===== src/core/scs_pkg.sv =====
package scs_pkg;

    // Register byte offsets
    localparam logic [7:0] OFF_CTRL   = 8'h00;
    localparam logic [7:0] OFF_TXDATA = 8'h04;
    localparam logic [7:0] OFF_RXDATA = 8'h08;
    localparam logic [7:0] OFF_STATUS = 8'h0c;

    // Control field positions
    localparam int CTRL_ENABLE   = 0;
    localparam int CTRL_MASTER   = 1;
    localparam int CTRL_POL      = 2;
    localparam int CTRL_STOP_LO  = 3;
    localparam int CTRL_SRC      = 5;
    localparam int CTRL_DIV_LO   = 8;
    localparam int DIV_W         = 8;

    // Status field positions
    localparam int STAT_BUSY     = 0;
    localparam int STAT_RX_FULL  = 1;
    localparam int STAT_TX_EMPTY = 2;
    localparam int STAT_CFG_ERR  = 3;
    localparam int STAT_TXC_DIR  = 4;
    localparam int STAT_TXS_DIR  = 5;
    localparam int STAT_RXC_DIR  = 6;
    localparam int STAT_RXS_DIR  = 7;
    localparam int STAT_RXS_POL  = 8;
    localparam int STAT_TXS_POL  = 9;
    localparam int STAT_SRCLK    = 10;

    // Reset values: CPU clock source, divide value one
    localparam logic [31:0] CTRL_RESET = 32'h0000_0120;

    // Clock-stop codes
    localparam logic [1:0] STOP_NO_DELAY   = 2'b10;
    localparam logic [1:0] STOP_HALF_DELAY = 2'b11;

    // Slave divide value and source
    localparam logic [DIV_W-1:0] SLAVE_DIV = 8'h01;
    localparam logic             SRC_CPU   = 1'b1;

    // Timing: one unit of 2H is one CPU clock period
    localparam int CLK_PERIOD_NS = 10;
    localparam int HALF_UNIT_NS  = 5;
    localparam int UNIT_CYCLES   = (2 * HALF_UNIT_NS) / CLK_PERIOD_NS;

    localparam int LEN_W = 10;

    typedef struct packed {
        logic [DIV_W-1:0] rate_divide_value;
        logic [1:0]       spare;           // Gap below the divide field
        logic             rate_gen_source_sel;
        logic [1:0]       clock_stop_select;
        logic             tx_clock_polarity;
        logic             master;
        logic             enable;
    } scs_cfg_t;

    typedef struct packed {
        logic [LEN_W-1:0] low_len;
        logic [LEN_W-1:0] high_len;
    } scs_phase_t;

    // Serial clock phase lengths in CPU cycles
    function automatic scs_phase_t scs_phase_of(input logic [DIV_W-1:0] div);
        scs_phase_t       p;
        logic [LEN_W-1:0] d;
        d = LEN_W'(div);
        if (div == '0) begin
            p.low_len  = LEN_W'(UNIT_CYCLES);
            p.high_len = LEN_W'(UNIT_CYCLES);
        end else if (div[0]) begin
            p.low_len  = LEN_W'(((d + 1) >> 1) * LEN_W'(UNIT_CYCLES));
            p.high_len = LEN_W'(((d + 1) >> 1) * LEN_W'(UNIT_CYCLES));
        end else begin
            p.low_len  = LEN_W'((d >> 1) * LEN_W'(UNIT_CYCLES));
            p.high_len = LEN_W'(((d >> 1) + 1) * LEN_W'(UNIT_CYCLES));
        end
        return p;
    endfunction

endpackage


===== src/core/scs_port.sv =====
`timescale 1ns/100ps
`default_nettype none

// Behaviour
// - Every slave setup uses the CPU clock source and divide one.
// - The generated clock period is divide plus one units of 2H, or two units for a divide of zero.
// - Low phase is half the period for odd or zero, else div/2 units.
// - High phase is half the period for odd or zero, else div/2+1.
// - Both frame-sync polarity controls are set to one.
// - As master the transmit frame sync goes out as active-low select.
// - As slave the received active-low selects are inverted for use.
// - Master drives transmit clock and sync, receives clock and sync.
// - Slave takes all four clock and sync lines as inputs.
// - Select is low before the rising edge that starts the transfer.
// - Output bits are launched on the falling clock edge.
// - Input bits are captured on the rising clock edge.
// - Select leads by one period (11b) or one high phase (10b).
// - Master 11b releases data out at the falling edge after last bit.
// - Slave 10b releases data out once the select returns high.
// - Slave drives the first bit as soon as the select falls.
module scs_port
    import scs_pkg::*;
#(
    parameter int WORD_W = 16
) (
    input  wire logic        clk,
    input  wire logic        arst_n,
    input  wire logic [7:0]  paddr,
    input  wire logic        psel,
    input  wire logic        penable,
    input  wire logic        pwrite,
    input  wire logic [31:0] pwdata,
    output logic [31:0]      prdata,
    output logic             pready,
    output logic             pslverr,
    input  wire logic        tx_serial_clock_pin_i,
    output logic             tx_serial_clock_pin_o,
    output logic             tx_serial_clock_pin_oe_n,
    input  wire logic        tx_frame_sync_pin_i,
    output logic             tx_frame_sync_pin_o,
    output logic             tx_frame_sync_pin_oe_n,
    input  wire logic        rx_frame_sync_pin_i,
    input  wire logic        serial_data_in_pin,
    output logic             serial_data_out_pin_o,
    output logic             serial_data_out_pin_oe_n
);

    localparam int BIT_W = $clog2(WORD_W + 1);
    localparam logic [BIT_W-1:0] LAST_BIT = BIT_W'(WORD_W);

    typedef enum logic [2:0] {
        ST_IDLE, ST_LEAD, ST_LOW, ST_HIGH, ST_TAIL, ST_SLAVE
    } scs_state_t;

    scs_state_t        state_q, state_d;
    scs_cfg_t          cfg_q, cfg_d;
    scs_phase_t        phase;
    logic              srclk;
    logic [WORD_W-1:0] tx_word_q, tx_word_d;
    logic [WORD_W-1:0] rx_word_q, rx_word_d;
    logic [WORD_W-1:0] shift_q, shift_d;
    logic              tx_full_q, tx_full_d;
    logic              rx_full_q, rx_full_d;
    logic [BIT_W-1:0]  bits_q, bits_d;
    logic [LEN_W-1:0]  cnt_q, cnt_d;
    logic              sclk_q, sclk_d;
    logic              sclk_oe_n_q, sclk_oe_n_d;
    logic              fs_q, fs_d;
    logic              fs_oe_n_q, fs_oe_n_d;
    logic              dout_q, dout_d;
    logic              doe_n_q, doe_n_d;
    logic              sclk_prev_q, sclk_prev_d;
    logic              sel_prev_q, sel_prev_d;
    logic [31:0]       prdata_q, prdata_d;
    logic              pready_q, pready_d;
    logic              pslverr_q, pslverr_d;

    logic              mode_ok, cfg_err, active, busy;
    logic              wr_en, rd_en, setup;
    logic              sel_act, s_rise, s_fall, rx_done;
    logic [31:0]       status;

    // Shared rate generator with phase lengths
    scs_rate_gen u_rate (
        .clk                 (clk),
        .arst_n              (arst_n),
        .cfg                 (cfg_q),
        .phase_q             (phase),
        .sample_rate_clock_q (srclk)
    );

    // Configuration checks
    assign mode_ok = (cfg_q.clock_stop_select == STOP_HALF_DELAY
                      && !cfg_q.tx_clock_polarity)
                  || (cfg_q.clock_stop_select == STOP_NO_DELAY
                      && cfg_q.tx_clock_polarity);
    assign cfg_err = cfg_q.enable && (!mode_ok || (!cfg_q.master
                  && (cfg_q.rate_gen_source_sel != SRC_CPU
                      || cfg_q.rate_divide_value != SLAVE_DIV)));
    assign active  = cfg_q.enable && !cfg_err;
    assign busy    = (state_q != ST_IDLE && state_q != ST_SLAVE)
                  || (state_q == ST_SLAVE && sel_prev_q);

    // Slave select inverted from both sync pins; edges of external clock
    assign sel_act = !tx_frame_sync_pin_i || !rx_frame_sync_pin_i;
    assign s_rise  = tx_serial_clock_pin_i && !sclk_prev_q;
    assign s_fall  = !tx_serial_clock_pin_i && sclk_prev_q;

    // Status word, direction and polarity fields included
    always_comb begin
        status                = '0;
        status[STAT_BUSY]     = busy;
        status[STAT_RX_FULL]  = rx_full_q;
        status[STAT_TX_EMPTY] = !tx_full_q;
        status[STAT_CFG_ERR]  = cfg_err;
        status[STAT_TXC_DIR]  = cfg_q.master;
        status[STAT_TXS_DIR]  = cfg_q.master;
        status[STAT_RXC_DIR]  = 1'b0;
        status[STAT_RXS_DIR]  = 1'b0;
        status[STAT_RXS_POL]  = 1'b1;
        status[STAT_TXS_POL]  = 1'b1;
        status[STAT_SRCLK]    = srclk;
    end

    // APB slave: answer in the access cycle, no wait states
    assign setup = psel && !penable;
    assign wr_en = psel && penable && pready_q && pwrite;
    assign rd_en = psel && penable && pready_q && !pwrite;

    always_comb begin
        pready_d  = setup;
        pslverr_d = setup && !(paddr == OFF_CTRL || paddr == OFF_TXDATA
                    || paddr == OFF_RXDATA || paddr == OFF_STATUS);
        prdata_d  = '0;
        if (setup && !pwrite) begin
            unique case (paddr)
                OFF_CTRL:   prdata_d = 32'(cfg_q);
                OFF_RXDATA: prdata_d = 32'(rx_word_q);
                OFF_STATUS: prdata_d = status;
                default:    prdata_d = '0;
            endcase
        end else if (psel && penable) begin
            prdata_d = prdata_q;
        end
    end

    // Serial engine and register updates
    always_comb begin
        state_d     = state_q;
        cfg_d       = cfg_q;
        tx_word_d   = tx_word_q;
        rx_word_d   = rx_word_q;
        shift_d     = shift_q;
        tx_full_d   = tx_full_q;
        rx_full_d   = rx_full_q;
        bits_d      = bits_q;
        cnt_d       = cnt_q;
        sclk_d      = sclk_q;
        sclk_oe_n_d = !(cfg_q.master && cfg_q.enable);
        fs_d        = fs_q;
        fs_oe_n_d   = !(cfg_q.master && cfg_q.enable);
        dout_d      = dout_q;
        doe_n_d     = doe_n_q;
        sclk_prev_d = tx_serial_clock_pin_i;
        sel_prev_d  = sel_act;
        rx_done     = 1'b0;
        unique case (state_q)
            ST_IDLE: begin
                sclk_d = cfg_q.tx_clock_polarity;
                fs_d   = 1'b1;
                if (active && cfg_q.master && tx_full_q) begin
                    shift_d   = tx_word_q;
                    tx_full_d = 1'b0;
                    fs_d      = 1'b0;
                    dout_d    = tx_word_q[WORD_W-1];
                    doe_n_d   = 1'b0;
                    bits_d    = '0;
                    // Lead: full period for 11b, high phase for 10b
                    cnt_d = cfg_q.tx_clock_polarity ? phase.high_len
                          : LEN_W'(phase.low_len + phase.high_len);
                    state_d = ST_LEAD;
                end else if (active && !cfg_q.master) begin
                    sel_prev_d = 1'b0;
                    state_d    = ST_SLAVE;
                end
            end
            ST_LEAD: begin
                cnt_d = cnt_q - 10'h001;
                if (cnt_q <= 10'h001) begin
                    if (!cfg_q.tx_clock_polarity) begin
                        sclk_d  = 1'b1;
                        shift_d = {shift_q[WORD_W-2:0], serial_data_in_pin};
                        bits_d  = bits_q + 1'b1;
                        cnt_d   = phase.high_len;
                        state_d = ST_HIGH;
                    end else begin
                        sclk_d  = 1'b0;              // First fall, bit stays
                        cnt_d   = phase.low_len;
                        state_d = ST_LOW;
                    end
                end
            end
            ST_LOW: begin
                cnt_d = cnt_q - 10'h001;
                if (cnt_q <= 10'h001) begin
                    sclk_d  = 1'b1;
                    shift_d = {shift_q[WORD_W-2:0], serial_data_in_pin};
                    bits_d  = bits_q + 1'b1;
                    cnt_d   = phase.high_len;
                    state_d = ST_HIGH;
                end
            end
            ST_HIGH: begin
                cnt_d = cnt_q - 10'h001;
                if (cnt_q <= 10'h001) begin
                    if (bits_q == LAST_BIT) begin
                        rx_done = 1'b1;
                        doe_n_d = 1'b1;
                        if (!cfg_q.tx_clock_polarity) begin
                            sclk_d  = 1'b0;
                            cnt_d   = phase.low_len;
                            state_d = ST_TAIL;
                        end else begin
                            fs_d    = 1'b1;
                            state_d = ST_IDLE;
                        end
                    end else begin
                        sclk_d  = 1'b0;
                        dout_d  = shift_q[WORD_W-1];
                        cnt_d   = phase.low_len;
                        state_d = ST_LOW;
                    end
                end
            end
            ST_TAIL: begin
                cnt_d = cnt_q - 10'h001;
                if (cnt_q <= 10'h001) begin
                    fs_d    = 1'b1;
                    state_d = ST_IDLE;
                end
            end
            ST_SLAVE: begin
                if (sel_act && !sel_prev_q) begin
                    shift_d   = tx_full_q ? tx_word_q : '0;
                    tx_full_d = 1'b0;
                    dout_d    = tx_full_q && tx_word_q[WORD_W-1];
                    doe_n_d   = 1'b0;
                    bits_d    = '0;
                end else if (sel_act) begin
                    if (s_rise && bits_q != LAST_BIT) begin
                        shift_d = {shift_q[WORD_W-2:0], serial_data_in_pin};
                        bits_d  = bits_q + 1'b1;
                    end else if (s_fall && bits_q != '0
                                 && bits_q != LAST_BIT) begin
                        dout_d = shift_q[WORD_W-1];
                    end
                end else if (sel_prev_q) begin
                    doe_n_d = 1'b1;
                    rx_done = (bits_q == LAST_BIT);
                end
                if (!active || cfg_q.master) begin
                    doe_n_d = 1'b1;
                    state_d = ST_IDLE;
                end
            end
        endcase
        if (rx_done) begin
            rx_word_d = shift_d;
        end
        // Reading RX data clears the flag; a new word wins over the clear
        if (rd_en && paddr == OFF_RXDATA) begin
            rx_full_d = 1'b0;
        end
        if (rx_done) begin
            rx_full_d = 1'b1;
        end
        if (wr_en && paddr == OFF_CTRL) begin
            cfg_d       = scs_cfg_t'(pwdata[CTRL_DIV_LO+DIV_W-1:0]);
            cfg_d.spare = 2'b00;            // Gap bits read as zero
        end
        if (wr_en && paddr == OFF_TXDATA) begin
            tx_word_d = pwdata[WORD_W-1:0];
            tx_full_d = 1'b1;
        end
    end

    // State registers
    always_ff @(posedge clk or negedge arst_n) begin
        if (!arst_n) begin
            state_q     <= ST_IDLE;
            cfg_q       <= scs_cfg_t'(CTRL_RESET[CTRL_DIV_LO+DIV_W-1:0]);
            tx_word_q   <= '0;
            rx_word_q   <= '0;
            shift_q     <= '0;
            tx_full_q   <= 1'b0;
            rx_full_q   <= 1'b0;
            bits_q      <= '0;
            cnt_q       <= '0;
            sclk_q      <= 1'b0;
            sclk_oe_n_q <= 1'b1;
            fs_q        <= 1'b1;
            fs_oe_n_q   <= 1'b1;
            dout_q      <= 1'b0;
            doe_n_q     <= 1'b1;
            sclk_prev_q <= 1'b0;
            sel_prev_q  <= 1'b0;
            prdata_q    <= '0;
            pready_q    <= 1'b0;
            pslverr_q   <= 1'b0;
        end else begin
            state_q     <= state_d;
            cfg_q       <= cfg_d;
            tx_word_q   <= tx_word_d;
            rx_word_q   <= rx_word_d;
            shift_q     <= shift_d;
            tx_full_q   <= tx_full_d;
            rx_full_q   <= rx_full_d;
            bits_q      <= bits_d;
            cnt_q       <= cnt_d;
            sclk_q      <= sclk_d;
            sclk_oe_n_q <= sclk_oe_n_d;
            fs_q        <= fs_d;
            fs_oe_n_q   <= fs_oe_n_d;
            dout_q      <= dout_d;
            doe_n_q     <= doe_n_d;
            sclk_prev_q <= sclk_prev_d;
            sel_prev_q  <= sel_prev_d;
            prdata_q    <= prdata_d;
            pready_q    <= pready_d;
            pslverr_q   <= pslverr_d;
        end
    end

    // Outputs straight from flops
    assign prdata                   = prdata_q;
    assign pready                   = pready_q;
    assign pslverr                  = pslverr_q;
    assign tx_serial_clock_pin_o    = sclk_q;
    assign tx_serial_clock_pin_oe_n = sclk_oe_n_q;
    assign tx_frame_sync_pin_o      = fs_q;
    assign tx_frame_sync_pin_oe_n   = fs_oe_n_q;
    assign serial_data_out_pin_o    = dout_q;
    assign serial_data_out_pin_oe_n = doe_n_q;

endmodule

`default_nettype wire


===== src/core/scs_rate_gen.sv =====
`timescale 1ns/100ps
`default_nettype none

module scs_rate_gen
    import scs_pkg::*;
(
    input  wire logic   clk,
    input  wire logic   arst_n,
    input  wire scs_cfg_t cfg,
    output scs_phase_t  phase_q,
    output logic        sample_rate_clock_q
);

    logic [DIV_W-1:0] cnt_q;
    logic [DIV_W-1:0] cnt_d;
    logic             srclk_d;
    scs_phase_t       phase_d;

    // Divide CPU clock by divide value plus one; phase lengths per divide
    always_comb begin
        phase_d = scs_phase_of(cfg.rate_divide_value);
        cnt_d   = cnt_q;
        srclk_d = sample_rate_clock_q;
        if (cfg.rate_gen_source_sel == SRC_CPU) begin
            if (cnt_q >= cfg.rate_divide_value) begin
                cnt_d   = '0;
                srclk_d = 1'b1;
            end else begin
                cnt_d   = cnt_q + 8'h01;
                srclk_d = 1'b0;
            end
        end
    end

    always_ff @(posedge clk or negedge arst_n) begin
        if (!arst_n) begin
            cnt_q               <= '0;
            sample_rate_clock_q <= 1'b0;
            phase_q             <= '0;
        end else begin
            cnt_q               <= cnt_d;
            sample_rate_clock_q <= srclk_d;
            phase_q             <= phase_d;
        end
    end

endmodule

`default_nettype wire


===== config.mk =====
export PLATFORM = sky130hd
export DESIGN_NAME = scs_port
export DESIGN_NICKNAME = d
export VERILOG_FILES = /design/src/core/scs_pkg.sv /design/src/core/scs_port.sv /design/src/core/scs_rate_gen.sv
export SDC_FILE = /design/constraint.sdc
export NUM_CORES = 1
export LEC_CHECK = 0
export ABC_AREA = 0
export BUFFER_PORTS_ARGS = -buffer_cell sky130_fd_sc_hd__buf_2
export CAP_MARGIN = 20
export CORE_MARGIN = 3
export CORE_UTILIZATION = 50
export DETAILED_ROUTE_END_ITERATION = 6
export HOLD_SLACK_MARGIN = 0.03
export PLACE_DENSITY_LB_ADDON = 0.08
export SLEW_MARGIN = 5
export SYNTH_ARGS = -nofsm -noshare
export SYNTH_HDL_FRONTEND = slang
export SYNTH_SLANG_ARGS = --single-unit

===== constraint.sdc =====
create_clock -name clk -period 5.7 [get_ports clk]
set_input_delay 0.285 -clock clk [delete_from_list [all_inputs] [get_ports clk]]
set_output_delay 0.285 -clock clk [all_outputs]
set_load 0.03 [all_outputs]

# After elaboration in Yosys (flattened, before gate mapping)
# Index checks and enable logic that the tools add are counted.
# totals
ff_bits	152
inputBits	49
elab_cells	230
# op_classes
addsub	6
order_cmp	2
n_eq_ne	35
mux	86
bitwise_logic	1
reduce_logical	72
# op_table
cell	n
16-bit 2-to-1 mux	8
10-bit 2-to-1 mux	8
32-bit 2-to-1 mux	2
16-bit case mux with 4 select lines	1
10-bit case mux with 5 select lines	1
16-bit case mux with 3 select lines	1
20-bit 2-to-1 mux	2
1-bit 2-to-1 mux	38
5-bit 2-to-1 mux	7
1-bit logical AND	28
3-bit 2-to-1 mux	9
5-bit case mux with 4 select lines	1
2-bit != test (second input constant)	9
3-bit case mux with 6 select lines	1
8-bit by 4-bit equality test with 1-bit output (second input constant)	2
8-bit zero test	2
1-bit zero test	15
3-bit != test (second input constant)	5
7-bit AND reduction	2
6-bit AND reduction	2
3-bit nonzero test	4
10-bit adder	1
10-bit by 1-bit <= comparator with 1-bit output (second input constant)	1
5-bit AND reduction	2
other kinds (30)	50

# Logic depth before layout (Yosys ltp)
# depth
word_depth	13
ltp_mapped	10
mapped_depth_nobuf	9

# By module
# A second synthesis with hierarchy kept.
# hier_totals
hier_cells	816
hier_area_um2	7684.9
# modules_own_cells
module	instances	cells_per_inst	area_per_inst_um2
scs_port	1	672	6256.0
scs_rate_gen	1	144	1428.9

# Worst setup path before layout
# Ideal clock, no wire load.
# synth_timing
kind	register to register
start	register cnt_q[0]
end	register cnt_q[3]
setup_ns	0.134
arrival_ns	2.146
t_required_ns	5.566
path_slack_ns	3.419
stages_incl_launch_ff	10
n_path_buf	1
cell_sequence	dfrtp_1 -> inv_1 -> ha_1 -> or2_2 -> nand4_2 -> buf_4 -> nor2_1 -> a221o_1 -> a2111oi_0 -> nor3_1
# synth_between
elab_chain_cells	5
# synth_rtl
element	line	rtl
from (decl)	scs_port.sv:65	logic [LEN_W-1:0] cnt_q, cnt_d;
from (signal assigned)	scs_port.sv:319	cnt_q <= cnt_d;
10-bit by 1-bit subtractor with 10-bit output	--	
10-bit 2-to-1 mux	scs_port.sv:219	if (!cfg_q.tx_clock_polarity) begin
10-bit 2-to-1 mux	scs_port.sv:216	if (bits_q == LAST_BIT) begin
10-bit 2-to-1 mux	scs_port.sv:215	if (cnt_q <= 10'h001) begin
10-bit case mux with 5 select lines *	scs_port.sv:167	unique case (state_q)
# Mark *: on every way between the ends. The rest lies on a longest branch, timed or not.
# A chain may end at the register's enable or synchronous reset.

# Worst setup path after layout
# layout_timing
start	register cnt_q[3]
end	register rx_word_q[7]
# layout_between
elab_chain_cells	3
# layout_rtl
element	line	rtl
10-bit by 1-bit <= comparator with 1-bit output *	scs_port.sv:189, scs_port.sv:205, scs_port.sv:215	
16-bit 2-to-1 mux, or another cell as far along	scs_port.sv:205	if (cnt_q <= 10'h001) begin
16-bit case mux with 4 select lines / 1-bit case mux with 2 select lines (equally long branches)	scs_port.sv:167	
to (signal assigned)	scs_port.sv:314	rx_word_q <= rx_word_d;
to (decl)	scs_port.sv:60	logic [WORD_W-1:0] rx_word_q, rx_word_d;
# Marks and branches as above.

==> run summary <==
- 5,741 — number of global-route vias before repair
- 7640 um2 — area of placed instances
- 29,000 um — first-pass GRT wire length
- no — unrepaired setup endpoints after global routing
- 0 ns — final setup TNS
- 45.1% — part of the Yosys area used for sequential elements
- 34.3% — worst relative slew slack
- 0.267 mV — peak supply drop
- 7340 um2 — post-synthesis instance area
- sky130_fd_sc_hd__dfrtp_1 — largest area contributor in the synthesized netlist
- 17,500 um — overall routed net length
- 0.60 ns — Largest stage delay, worst path
- 0 — drt drc
- sky130_fd_sc_hd__dfrtp_1 — dominant cell by count in the synthesized netlist
- 56 — number of I/O port buffers
- 254 nW/um2 — Pwr Density
- sky130_fd_sc_hd__nand4_2 — worst-path cell with the longest stage delay
- 9.87 um2 — average size of a mapped cell
- 0.42 ns — clock latency on the worst-skew pair
- 2.09 mW — overall power of the completed layout
- 11.9% — Layout Area Growth over Synthesis
- 3.41 ns — Arr. time, crit path
- 862 — Nets
- 43.3% — share of Yosys cell area claimed by the top area cell type
- 466 — DR iter-0 viols
- 14,100 um2 — Core Area
- nor4_4 > nand4_2 > o32ai_4 > nand3_4 > a222oi_1 > o21ai_1 — cells along the critical path
- flip-flop to flip-flop — crit path kind
- 318 MHz — Fmax
- sky130_fd_sc_hd__clkbuf_16 — Root Driver
- 8220 um2 — final cell area excluding filler cells
- 7 — first drt pass iteration count
- 68 — pin count of the biggest net entering global routing
- 127 um — y dimension of the die
- flip-flop — Setup crit start kind
- 5.91 — routed vias/inst
- 0 — number of warnings printed during yosys synthesis
- 52.1% — Starting Density
- 22.5% — global-route total usage across every layer
- 3.86 nW — leakage power summed over all cells
- 0 — Fin. Hold Viols
- 100% — async set or reset register ratio after synthesis
- 73 — count of distinct cell types in the synthesized netlist
- 3690 um2 — area of the multi-input gates
- 945 — number of cells after detailed placement
- 0 — antenna viol nets, final
- sky130_fd_sc_hd__dfrtp_1 43%, sky130_fd_sc_hd__mux2_2 5.8%, sky130_fd_sc_hd__nand2_1 4.9% — top area cells in the synthesized netlist
- 0 — Slew Limit Fails
- 1,245 — layout filler cell count
- 89 — I/O Pins
- 0.985 ns — transition time at the pin with the least slew margin
- 17.9 um — Routed WL per cell
- 0 — post-CTS setup repair buffer count
- 16,200 um2 — Die Outline Area
- 19.0% — share of cells above drive strength 1
- sky130_fd_sc_hd__dfrtp_1 — predominant post-synthesis flop cell
- 21 — maximum fanout along the worst path
- 5,779 — total number of vias
- 127 um — horizontal die dimension
- done — CTS tree
- 55.1% — Tcrit/Tclk final
- 0 — number of antenna violations at the first check in global routing
- 12,200 um — dpl hpwl
- 0 — maximum capacitance violations
- 2 — Longest Clk Path Bufs
- 43 — Rows
- 132 — sinks on the clock net
- 0 — EDFF count, synth
- 0 — ant diodes
- 0 — quantity of gates resized following cts
- 3.14 ns — crit path time final
- 127 x sky130_fd_sc_hd__dfrtp_1, 96 x sky130_fd_sc_hd__nand2_1, 49 x sky130_fd_sc_hd__o21ai_0 — top cells by count, synth
- 0 — Setup violations, final
- 978 — number of standard cells in the layout, taps in and fillers out
- 17 — number of buffers inserted during clock tree synthesis
- input port to flip-flop — worst min path class
- 4 — H-tree depth reported by CTS
- 5.97 ns — Worst Path Required
- 0.06 ns — register clock-pin slew on the reported worst setup and hold paths
- flip-flop — Critical Path End Type
- 132 — flops & latches, synth
- 3310 um2 — storage element area
- completed — status
- 0.911 — GPL Wtd Cong
- 0.0110 ns — setup skew after layout
- 0 — total grt overflow
- 744 — post-synthesis instance total
-- worst paths after layout --
| kind | startpoint | endpoint | slack [ns] | depth (start not counted) |
|---|---|---|---|---|
| setup reg to reg | cnt_q[3] | rx_word_q[7] | 2.56 | 6 |
| hold / removal | pwdata[6] | tx_word_q[6] | 0.1 | 2 |
| min in group asynchronous | arst_n | cnt_q[5] | 0.44 | 2 |
| max in group asynchronous | arst_n | cfg_q[15] | 4.00 | 3 |
| setup / recovery | cnt_q[3] | rx_word_q[7] | 2.56 | 6 |
| hold reg to reg | rx_word_q[8] | rx_word_q[8] | 0.48 | 2 |
-- critical path: cells and delay by family, from the launching register on --
kind	cells	cell delay, ns
AND/OR/NAND/NOR	3	1.32
flip-flops	1	0.47
AO/OA/AOI/OAI	3	1.18
-- per-layer routing --
layer	global-route usage, %	vias up	wire, um
met1	30.5	2836	7990
li1	-	2739	-
met4	7.07	0	306
met3	4.77	28	874
met5	0	-	0
met2	36.3	176	8320
-- cells in the final DEF, fill, tap and decap left out, drive strengths merged, types with 18 or more instances in the layout --
cell type and instances:
dfrtp 127, nand2 96, buf 59, o21ai 54, nor2 46, mux2 38
inv 31, ha 26, a21oi 25, clkbuf 20, nand3 18
-- flip-flops by register name, summed over array words and instances, names as in the netlist, 3 cells and up --
name,flops
u_rate.phase_q,16
bits_q,5
state_q,3
cfg_q,14
prdata,16
u_rate.cnt_q,8
tx_word_q,16
rx_word_q,16
cnt_q,10
shift_q,16
-- stage by stage --
step | setup slack [ns] | hold WS, ns | utilization, %
after global routing | 2.28 | 0.0953 | 58.3
after CTS | 2.56 | 0.0864 | 58.3
after floorplan | 3.42 | -0.0106 | -
after global placement | 2.64 | 0.326 | 54.2
final | 2.56 | 0.0988 | 58.3
after detailed placement | 2.57 | 0.336 | 54.2
-- report_power, final --
part           internal, mW  leakage, nW  switching (mW)  total, mW
clock network         0.621        0.269           0.408       1.03
registers             0.949         1.81         0.00923      0.958
logic                0.0279         1.79          0.0715     0.0993
-- logic make-up (layout without fill, tap and decap cells) --
group	after synthesis	count (layout)	synth area share, %
AO/OA/AOI/OAI	179	179	17.1
XOR/XNOR	25	25	2.98
multiplexers	52	52	7.74
AND/OR/NAND/NOR	247	247	16.9
flip-flops	132	132	45.1
other	1	16	0.0511
adder cells (fa/ha/maj)	27	27	4.70
buffers and inverters	81	120	5.44
-- cell type report --
cell class / count / share of cell area, %
well taps: 180 / 2.74
repair buffers: 61 / 4.00
flip-flops and latches: 132 / 40.3
clock inverters: 11 / 1.25
multi-input cells: 546 / 44.9
inverters: 28 / 1.28
clock buffers: 20 / 5.56
-- timing repair --
action,4_1_cts,5_1_grt
endpoints found under the setup margin,0,0
endpoints found under the hold margin,63,0
hold buffers,2,0
Power figures use the tool's default switching activity.
